`src/include/fault_action_pkg.sv`:
```
// Package with command codes, field layout, reset values and timing for current fault handling
package fault_action_pkg;
    localparam int CHANNELS = 2;
    localparam logic [7:0] CMD_OC_ACTION = 8'hE5;
    localparam logic [7:0] CMD_UC_ACTION = 8'hE6;
    localparam logic [7:0] CMD_CLEAR_FAULTS = 8'h03;
    localparam logic [7:0] ACTION_RESET = 8'h80;
    localparam int MODE_MSB = 7;
    localparam int MODE_LSB = 6;
    localparam int RETRY_MSB = 5;
    localparam int RETRY_LSB = 3;
    localparam int DELAY_MSB = 2;
    localparam int DELAY_LSB = 0;
    localparam logic [1:0] MODE_LATCH = 2'h2;
    localparam logic [1:0] MODE_HOLD = 2'h3;
    localparam logic [2:0] RETRY_NONE = 3'h0;
    localparam logic [2:0] RETRY_FOREVER = 3'h7;
    localparam int CLK_HZ = 100000000;
    localparam int RETRY_UNIT_MS = 35;
    localparam int UNIT_CYCLES = CLK_HZ / 1000 * RETRY_UNIT_MS;
    localparam int UNIT_CNT_W = 22;

    typedef struct packed {
        logic [1:0] mode;
        logic [2:0] retry;
        logic [2:0] delay;
    } action_t;

    typedef struct packed {
        logic valid;
        logic [7:0] code;
        logic [7:0] data;
        logic page;
    } cmd_t;

    typedef enum logic [1:0] {
        RUNNING,
        LATCHED_OFF,
        HOLD_OFF,
        RETRY_WAIT
    } chan_state_t;
endpackage

```
`src/rtl/retry_tick_gen.sv`:
```
// Prescaler producing one-cycle pulses every retry time unit
`timescale 1ns/1ps
module retry_tick_gen #(
    parameter int UNIT_CYCLES = fault_action_pkg::UNIT_CYCLES
) (
    input wire logic i_ref_clk, // System clock
    input wire logic i_rst,     // Synchronous reset
    output logic o_tick         // One pulse per retry unit
);
    logic [fault_action_pkg::UNIT_CNT_W-1:0] count;

    always_ff @(posedge i_ref_clk) begin
        if (i_rst) begin
            count <= '0;
            o_tick <= 1'b0;
        end else if (count == fault_action_pkg::UNIT_CNT_W'(UNIT_CYCLES - 1)) begin
            count <= '0;
            o_tick <= 1'b1;
        end else begin
            count <= count + 1'b1;
            o_tick <= 1'b0;
        end
    end
endmodule

```
`src/rtl/current_fault_response.sv`:
```
// Per-channel overcurrent and undercurrent fault response logic
`timescale 1ns/1ps
module current_fault_response #(
    parameter int UNIT_CYCLES = fault_action_pkg::UNIT_CYCLES
) (
    input wire logic i_ref_clk,                   // 100 MHz clock
    input wire logic i_rst,                       // Synchronous reset, high
    input wire fault_action_pkg::cmd_t i_cmd,     // Decoded host command
    input wire logic [1:0] i_rd_page,             // Page for readback
    input wire logic [1:0] i_oc_fault,            // Overcurrent detect per channel
    input wire logic [1:0] i_uc_fault,            // Undercurrent detect per channel
    input wire logic [1:0] i_on_request,          // Channel commanded on
    input wire logic i_bias_ok,                   // Bias power good
    input wire logic [1:0] i_other_shutdown,      // Other shutdown fault per channel
    output logic [1:0] o_output_enable,           // Output enable per channel
    output logic [1:0] o_status_oc,               // Sticky overcurrent status
    output logic [1:0] o_status_uc,               // Sticky undercurrent status
    output logic o_host_alert_line_n,             // Alert, low active
    output logic [7:0] o_oc_action_rd,            // Overcurrent action of read page
    output logic [7:0] o_uc_action_rd             // Undercurrent action of read page
);
    localparam int N = fault_action_pkg::CHANNELS;

    fault_action_pkg::action_t overcurrent_fault_action [N];
    fault_action_pkg::action_t undercurrent_fault_action [N];
    fault_action_pkg::chan_state_t state [N];
    logic [2:0] wait_units [N];
    logic [2:0] wait_limit [N];
    fault_action_pkg::action_t act_sel [N];
    logic [N-1:0] fault_now;
    logic [N-1:0] stop_now;
    logic [N-1:0] trip;
    logic [N-1:0] restart_due;
    logic [N-1:0] restart_now;
    logic tick;
    logic clear_faults;

    // Effective action for a channel: overcurrent takes precedence
    function automatic fault_action_pkg::action_t pick_action(
        input logic oc,
        input fault_action_pkg::action_t oc_act,
        input fault_action_pkg::action_t uc_act
    );
        return oc ? oc_act : uc_act;
    endfunction

    // Mode and retry field decoding
    function automatic logic holds_while_faulted(input fault_action_pkg::action_t a);
        return a.mode == fault_action_pkg::MODE_HOLD;
    endfunction

    function automatic logic retries_forever(input fault_action_pkg::action_t a);
        return a.retry == fault_action_pkg::RETRY_FOREVER;
    endfunction

    retry_tick_gen #(.UNIT_CYCLES(UNIT_CYCLES)) u_tick (
        .i_ref_clk(i_ref_clk),
        .i_rst(i_rst),
        .o_tick(tick)
    );

    assign clear_faults = i_cmd.valid && i_cmd.code == fault_action_pkg::CMD_CLEAR_FAULTS;

    // Configuration registers per page
    always_ff @(posedge i_ref_clk) begin
        if (i_rst) begin
            for (int c = 0; c < N; c++) begin
                overcurrent_fault_action[c] <= fault_action_pkg::ACTION_RESET;
                undercurrent_fault_action[c] <= fault_action_pkg::ACTION_RESET;
            end
        end else if (i_cmd.valid) begin
            if (i_cmd.code == fault_action_pkg::CMD_OC_ACTION) begin
                overcurrent_fault_action[i_cmd.page] <= i_cmd.data;
            end
            if (i_cmd.code == fault_action_pkg::CMD_UC_ACTION) begin
                undercurrent_fault_action[i_cmd.page] <= i_cmd.data;
            end
        end
    end

    // Readback of the selected page
    always_ff @(posedge i_ref_clk) begin
        if (i_rst) begin
            o_oc_action_rd <= fault_action_pkg::ACTION_RESET;
            o_uc_action_rd <= fault_action_pkg::ACTION_RESET;
        end else begin
            o_oc_action_rd <= overcurrent_fault_action[i_rd_page[0]];
            o_uc_action_rd <= undercurrent_fault_action[i_rd_page[0]];
        end
    end

    // Sticky status; a new fault wins over a simultaneous clear
    always_ff @(posedge i_ref_clk) begin
        if (i_rst) begin
            o_status_oc <= '0;
            o_status_uc <= '0;
        end else begin
            o_status_oc <= (clear_faults ? '0 : o_status_oc) | i_oc_fault;
            o_status_uc <= (clear_faults ? '0 : o_status_uc) | i_uc_fault;
        end
    end

    // Alert stays low while any status bit is held or a fault is present
    always_ff @(posedge i_ref_clk) begin
        if (i_rst) begin
            o_host_alert_line_n <= 1'b1;
        end else begin
            o_host_alert_line_n <= ~(|((clear_faults ? '0 : (o_status_oc | o_status_uc))
                                       | i_oc_fault | i_uc_fault));
        end
    end

    // Per-channel decode shared by the state, delay and enable logic
    always_comb begin
        for (int c = 0; c < N; c++) begin
            act_sel[c] = pick_action(i_oc_fault[c], overcurrent_fault_action[c],
                                     undercurrent_fault_action[c]);
            fault_now[c] = i_oc_fault[c] | i_uc_fault[c];
            stop_now[c] = !i_on_request[c] || !i_bias_ok || i_other_shutdown[c];
            trip[c] = fault_now[c] && i_on_request[c]
                && state[c] == fault_action_pkg::RUNNING;
            restart_due[c] = state[c] == fault_action_pkg::RETRY_WAIT && !stop_now[c]
                && tick && wait_units[c] == wait_limit[c];
        end
    end

    // Response state per channel
    always_ff @(posedge i_ref_clk) begin
        if (i_rst) begin
            for (int c = 0; c < N; c++) begin
                state[c] <= fault_action_pkg::RUNNING;
            end
        end else begin
            for (int c = 0; c < N; c++) begin
                case (state[c])
                    fault_action_pkg::RUNNING: begin
                        if (trip[c]) begin
                            if (holds_while_faulted(act_sel[c])) begin
                                state[c] <= fault_action_pkg::HOLD_OFF;
                            end else if (retries_forever(act_sel[c])) begin
                                state[c] <= fault_action_pkg::RETRY_WAIT;
                            end else begin
                                state[c] <= fault_action_pkg::LATCHED_OFF;
                            end
                        end
                    end
                    fault_action_pkg::HOLD_OFF: begin
                        if (!fault_now[c]) begin
                            state[c] <= fault_action_pkg::RUNNING;
                        end
                    end
                    fault_action_pkg::LATCHED_OFF: begin
                        if (clear_faults || !i_on_request[c]) begin
                            state[c] <= fault_action_pkg::RUNNING;
                        end
                    end
                    fault_action_pkg::RETRY_WAIT: begin
                        if (stop_now[c]) begin
                            state[c] <= fault_action_pkg::LATCHED_OFF;
                        end else if (restart_due[c]) begin
                            // Restart without checking fault; a fault then re-enters
                            state[c] <= fault_action_pkg::RUNNING;
                        end
                    end
                    default: begin
                        state[c] <= fault_action_pkg::LATCHED_OFF;
                    end
                endcase
            end
        end
    end

    // Retry delay counter, restarted at every attempt
    always_ff @(posedge i_ref_clk) begin
        if (i_rst) begin
            for (int c = 0; c < N; c++) begin
                wait_units[c] <= '0;
                wait_limit[c] <= '0;
            end
        end else begin
            for (int c = 0; c < N; c++) begin
                if (trip[c]) begin
                    wait_units[c] <= '0;
                    wait_limit[c] <= act_sel[c].delay;
                end else if (state[c] == fault_action_pkg::RETRY_WAIT && tick
                             && wait_units[c] != wait_limit[c]) begin
                    wait_units[c] <= wait_units[c] + 3'h1;
                end
            end
        end
    end

    // A restart attempt drives the output once even while the fault stays
    always_ff @(posedge i_ref_clk) begin
        if (i_rst) begin
            restart_now <= '0;
        end else begin
            for (int c = 0; c < N; c++) begin
                restart_now[c] <= restart_due[c] && fault_now[c];
            end
        end
    end

    // Output enables follow the sequencer; a fresh fault cuts them at once
    always_ff @(posedge i_ref_clk) begin
        if (i_rst) begin
            o_output_enable <= '0;
        end else begin
            for (int c = 0; c < N; c++) begin
                o_output_enable[c] <= !stop_now[c] && state[c] == fault_action_pkg::RUNNING
                    && (restart_now[c] || !fault_now[c]);
            end
        end
    end
endmodule

```
`config.mk`:
```
export PLATFORM = sky130hd
export DESIGN_NAME = current_fault_response
export DESIGN_NICKNAME = d
export VERILOG_FILES = /design/src/include/fault_action_pkg.sv /design/src/rtl/retry_tick_gen.sv /design/src/rtl/current_fault_response.sv
export SDC_FILE = /design/constraint.sdc
export NUM_CORES = 1
export LEC_CHECK = 0
export BUFFER_PORTS_ARGS = -buffer_cell sky130_fd_sc_hd__buf_2
export CAP_MARGIN = 0
export CORE_AREA = 3 3 109 111
export CTS_CLUSTER_DIAMETER = 60
export DETAILED_ROUTE_END_ITERATION = 16
export DIE_AREA = 0 0 112 114
export GPL_TIMING_DRIVEN = 0
export MAX_ROUTING_LAYER = met4
export PLACE_DENSITY = 0.66
export REMOVE_ABC_BUFFERS = 1
export SYNTH_ARGS = -nofsm -noshare
export SYNTH_HDL_FRONTEND = slang
export SYNTH_HIERARCHICAL = 1
export SYNTH_SLANG_ARGS = --single-unit
export TNS_END_PERCENT = 100
```
`constraint.sdc`:
```
create_clock -name i_ref_clk -period 1.9 [get_ports i_ref_clk]
set_input_delay 0.19 -clock i_ref_clk [delete_from_list [all_inputs] [get_ports i_ref_clk]]
set_output_delay 0.19 -clock i_ref_clk [all_outputs]
set_load 0.02 [all_outputs]
```
# After elaboration in Yosys (flattened, before gate mapping)
# Memory sizes are Yosys's and may differ from the RTL's. A register that Yosys moved wholly into a read port is not among the register bits.
# Index checks and enable logic that the tools add are counted.
dict set report totals {
  out_inout_bits 23
  ff_bits 32
  memories 5
  mem_bits_rw 48
}
# memory words width rd rd_ports_with_merged_regs wr line_no
set memory_table {}
lappend memory_table {overcurrent_fault_action 2 8 3 1 2 current_fault_response.sv:24} ;# fault_action_pkg::action_t overcurrent_fault_action [N];
lappend memory_table {undercurrent_fault_action 2 8 3 1 2 current_fault_response.sv:25} ;# fault_action_pkg::action_t undercurrent_fault_action [N];
lappend memory_table {wait_limit 2 3 2 0 2 current_fault_response.sv:28} ;# logic [2:0] wait_limit [N];
lappend memory_table {wait_units 2 3 2 0 2 current_fault_response.sv:27} ;# logic [2:0] wait_units [N];
lappend memory_table {state 2 2 2 0 2 current_fault_response.sv:26} ;# fault_action_pkg::chan_state_t state [N];
dict set report classes {
  n_bitwise 28
  reduce_logical 42
  n_mux 124
  eq_ne 18
  addsub 3
}
# operator n
set ops {}
lappend ops {{$mux W1} 97}
lappend ops {{$mux W2} 17}
lappend ops {{$mux W8} 4}
lappend ops {{$add A22 B1 Y22 const B} 1}
lappend ops {{$eq A22 B22 Y1 const B} 1}
lappend ops {{$or A1 B1 Y1} 22}
lappend ops {{$logic_and A1 B1 Y1} 21}
lappend ops {{$mux W3} 6}
lappend ops {{$eq A8 B8 Y1 const B} 2}
lappend ops {{$reduce_or A8 Y1} 2}
lappend ops {{$eq A2 B2 Y1 const B} 6}
lappend ops {{$or A2 B2 Y2} 5}
lappend ops {{$eq A8 B2 Y1 const B} 1}
lappend ops {{$logic_or A1 B1 Y1} 8}
lappend ops {{$logic_not A1 Y1} 7}
lappend ops {{$add A3 B1 Y3 const B} 2}
lappend ops {{$eq A3 B3 Y1} 2}
lappend ops {{$eq A3 B3 Y1 const B} 2}
lappend ops {{$ne A3 B3 Y1} 2}
lappend ops {{$eq A2 B1 Y1 const B} 2}
lappend ops {{$logic_not A2 Y1} 2}
lappend ops {{$reduce_or A2 Y1} 2}
lappend ops {{$not A1 Y1} 1}

# Longest topological paths before layout
dict set report depth {
  ltp_word 14
  depth_mapped 6
}

# Hierarchy
# Netlist, hierarchy kept.
# module area_per_inst_um2 seq_area_each_um2 instances cells_per_inst
set by_module_without_submodules {}
lappend by_module_without_submodules {current_fault_response 3204.3 1941.9 1 271}
lappend by_module_without_submodules {retry_tick_gen 1148.6 460.4 1 130}

# Worst setup path after synthesis
# OpenSTA, ideal clock, no wires.
dict set report synth_timing {
  path_type {flip-flop to flip-flop}
  startpoint {register u_tick/count[0] (netlist bit)}
  endpoint {register u_tick/count[20] (netlist bit)}
  path_slack_ps 238
  path_buffers 0
  path_stages_with_launch 6
  required_ps 1830
  arrival_time_ps 1593
  path_cell_list {dfxtp_1 -> ha_1 -> and4_4 -> nand3_2 -> or4_1 -> a21oi_1}
}
dict set report synth_via {
  elab_chain_cells 2
}
# element line_no
set synth_rtl {}
lappend synth_rtl {{from (decl)} retry_tick_gen.sv:10} ;# logic [fault_action_pkg::UNIT_CNT_W-1:0] count;
lappend synth_rtl {{from (signal assigned)} retry_tick_gen.sv:20} ;# count <= count + 1'b1;
lappend synth_rtl {{branches (longest 2 deep; another with $add A22 B1 Y22)} -}
# Several ways; the timed one is not identified.
# A chain may end at the register's enable or synchronous reset.

# Final worst setup path
# Ends and elaborated chain as after synthesis.

==> summary.txt <==
Floorplan
  • Die Y-Extent: approximately 110 um
  • Die Wd: 112 um
  • Initial Util: between 30% and 40%
  • Io pins: 54
  • Row Count: 38
  • Core Area: 10900 um2
  • Die area: roughly 13000 um2

Worst setup path
  • Worst path slowest cell: or4_1
  • CP startpoint kind: flip-flop
  • Setup crit end kind: flip-flop
  • Slowest stage delay, CP: approximately 530 ps
  • Kind of critical path: flip-flop to flip-flop
  • Data required time of the worst path: about 2200 ps
  • Crit path cell chain: ha_2 -> and4_4 -> nand3_2 -> or4_1 -> a21oi_1
  • Critical Path AT: 2080 ps
  • Reg2reg start: u_tick/count[0]
  • Largest fanout on the critical path: 6
  • Crit path launch: u_tick/count[0]

Logic synthesis
  • Seq/Total Area, Yosys: between 50% and 60%
  • Cell taking the most area after synthesis: edfxtp_1
  • Post-synth EDFFs: 48
  • Synth top cells by count: nor2_1, dfxtp_1, edfxtp_1
  • Share of the synthesized area in the top cell type: between 30 and 40%
  • Count leader, synth: nor2_1
  • Share of flip-flops with an asynchronous set or reset: 0%
  • Post-Syn Area per Cell: 10.9 um2
  • Top_reg_cell synth: edfxtp_1
  • Mapped cell area: 4350 um2
  • Main area contributors after synthesis: edfxtp_1, dfxtp_1, mux2i_1, nor2_1, and2_1
  • Post-synthesis cell count: between 400 and 500
  • Register bit total from synthesis: between 90 and 100
  • Count of cell types in the netlist: just under 60
  • Synth warnings: 6

Timing
  • Hold Fails Final Rpt: 0
  • Hold_ws: just under 40 ps
  • Slew margin rel.: approximately half
  • Peak Freq: about 570 MHz
  • Clock Skews: ~13 ps
  • Finish-stage setup viols: 0
  • Worst slew pin tran: roughly 740 ps
  • Fin. max-slew vios: 0
  • Final Cycle Share: between 90% and 100%
  • Tmin final: 1760 ps
  • RSZ-0062 raised after global routing: false

Clocking
  • Hold-fix buffers at CTS: 0
  • Skew-Pair Late Insertion Delay: about 380 ps
  • Root Driver: clkbuf_8
  • Clk sink count: between 90 and 100
  • Longest Clk Path Bufs: 2
  • CTS tree: built
  • CTS clk-pin slew, worst paths: roughly 100 ps
  • Setup bufs post-CTS: 0
  • Num CTS Buffers: 9
  • H-tree depth: 3

Pwr
  • Total chip power: about 4 mW
  • P_int: just under 3 mW
  • Sw Share: 26.8%
  • Peak VDD IR: ~0.00039 V
  • LEAKAGE: 1.87 nW
  • PwrDens: between 800 and 900 nW/um2
  • Sequential share of power: 58.9%
  • Comb power frac: a little over 9%
  • Switch Pwr: about 1.1 mW
  • Clock share of power: 31.9%

Place
  • Final HPWL DP: roughly 6300 um
  • Global placement routability congestion: approximately 0.83
  • Port bufs: 52
  • DP Area: 4700 um2

Route
  • Via count: 3052
  • Starting DRT DRC Count: 136
  • TritonRoute pass-1 iters: 5
  • # DRC: 0
  • Final ANT Viol Nets: 0
  • Post-Route WL: 8530 um
  • Avg Vias per Cell: 5.16
  • WL/cell: between 10 and 15 um

Layout
  • # fillers: just over 1000
  • FF/Latch Area: roughly 2400 um2
  • Layout cells sized above 1: between 15 and 20%
  • Finished Cell Area: 4920 um2
  • Ant diodes: 0
  • Nets: a little under 500
  • Area delta synth->final: 13.0%
  • Area occupied by multi-input gates: between 1500 and 2000 um2

Run
  • Max Cap Violations: 0

Global routing
  • Gr ovfl total: 0
  • Total global-route track usage: roughly 14%
  • Largest net degree at the start of global routing: 39
  • Initial antenna violation count: 0
  • Vias in the first global route: 2941
  • First-pass GRT wire length: about 14000 um

Min path
  • Hold Path Class: primary input to flip-flop
  • Startpoint of the worst hold path: i_uc_fault[0]

Status
  • Status: complete, no violations
==> power by group through the flow <==
stage / sequential, mW / clock (mW) / combinational [mW]
after floorplan: 2.43 / 0 / 0.193
after global placement: 2.41 / 0 / 0.364
after detailed placement: 2.41 / 0 / 0.372
after CTS: 2.36 / 1.32 / 0.375
after global routing: 2.38 / 1.40 / 0.414
final: 2.37 / 1.28 / 0.371
==> timing repair <==
action                     in CTS  in global routing
setup endpoints to repair      21                  8
pin swaps                       0                  0
gates resized for setup         3                  4
gates cloned                    0                  0
==> critical path: cells and delay by family (launching register included) <==
family / cells / cell delay [ps]
AOI/OAI and AO/OA: 1 / 150
adders and majority gates: 1 / 220
DFF: 1 / 380
and+or+nand+nor: 3 / 960
==> area by class of cell <==
class                           count  share of cell area [%]
Timing Repair Buffer               52                    5.29
Sequential cell                    96                    48.9
Multi-Input combinational cell    279                    37.8
Clock buffer                        9                    2.52
Tap cell                          140                    3.56
Clock inverter                      7                    1.32
Inverter                            9                   0.686
==> through the flow <==
stage | cells | utilization, % | setup TNS (ps) | worst slack (ps)
2_1_floorplan | 384 | - | 0 | 202
3_3_place_gp | 576 | 43.2 | -4250 | -180
3_5_place_dp | 576 | 43.2 | -8590 | -307
4_1_cts | 592 | 45.1 | 0 | 46.5
5_1_grt | 592 | 45.2 | 0 | 34.6
6_report | 592 | 45.2 | 0 | 137
==> layer usage <==
| layer | global-route usage [%] | vias to the layer above | routed length (um) |
|---|---|---|---|
| li1 | - | 1535 | - |
| met1 | 18.3 | 1437 | 3980 |
| met2 | 22.1 | 67 | 4020 |
| met3 | 3.18 | 13 | 362 |
| met4 | 6.09 | 0 | 165 |
| met5 | - | - | 0 |
==> logic make-up after synthesis <==
| logic type | count (synthesis) | share of synthesized area, % |
|---|---|---|
| adder cells (fa/ha/maj) | 3 | 0.862 |
| multiplexers | 21 | 4.83 |
| AO/OA/AOI/OAI | 37 | 5.63 |
| AND/OR/NAND/NOR | 196 | 26.3 |
| XOR/XNOR | 22 | 4.43 |
| flip-flops | 96 | 55.2 |
| buffers and inverters | 26 | 2.79 |
==> layout by cell type (no fill, tap or decap), types with 3 or more instances in the layout <==
master,n
inv_1,9
clkbuf_8,9
xor2_1,11
a211o_1,3
nor3_1,9
or2_1,6
nand3_1,16
xnor2_1,11
mux2i_1,21
edfxtp_1,48
nand4_1,16
and2_1,29
nor2_1,55
and3_1,3
nand3b_1,3
dfxtp_1,46
nor4b_1,3
nand2b_1,5
a21oi_1,11
nor4_1,6
nor2b_1,3
buf_2,52
o21ai_0,8
nand2_1,14
==> final timing paths <==
kind	endpoint	slack, ps	cells after the start
worst max-delay path	u_tick/count[20]	140	5
worst min-delay path	o_status_uc[0]	40	3
worst max register to register	u_tick/count[20]	140	5
worst min register to register	u_tick/count[0]	460	1
==> sequential cells by signal, summed over array words and instances (netlist names) <==
register / cells
overcurrent_fault_action: 16
u_tick/count: 22
o_oc_action_rd: 8
state: 4
undercurrent_fault_action: 16
wait_limit: 6
restart_now: 2
wait_units: 6
o_status_uc: 2
o_uc_action_rd: 8
u_tick/o_tick: 1
o_host_alert_line_n: 1
o_output_enable: 2
o_status_oc: 2
Note: power is estimated with default switching activity, not from simulation.
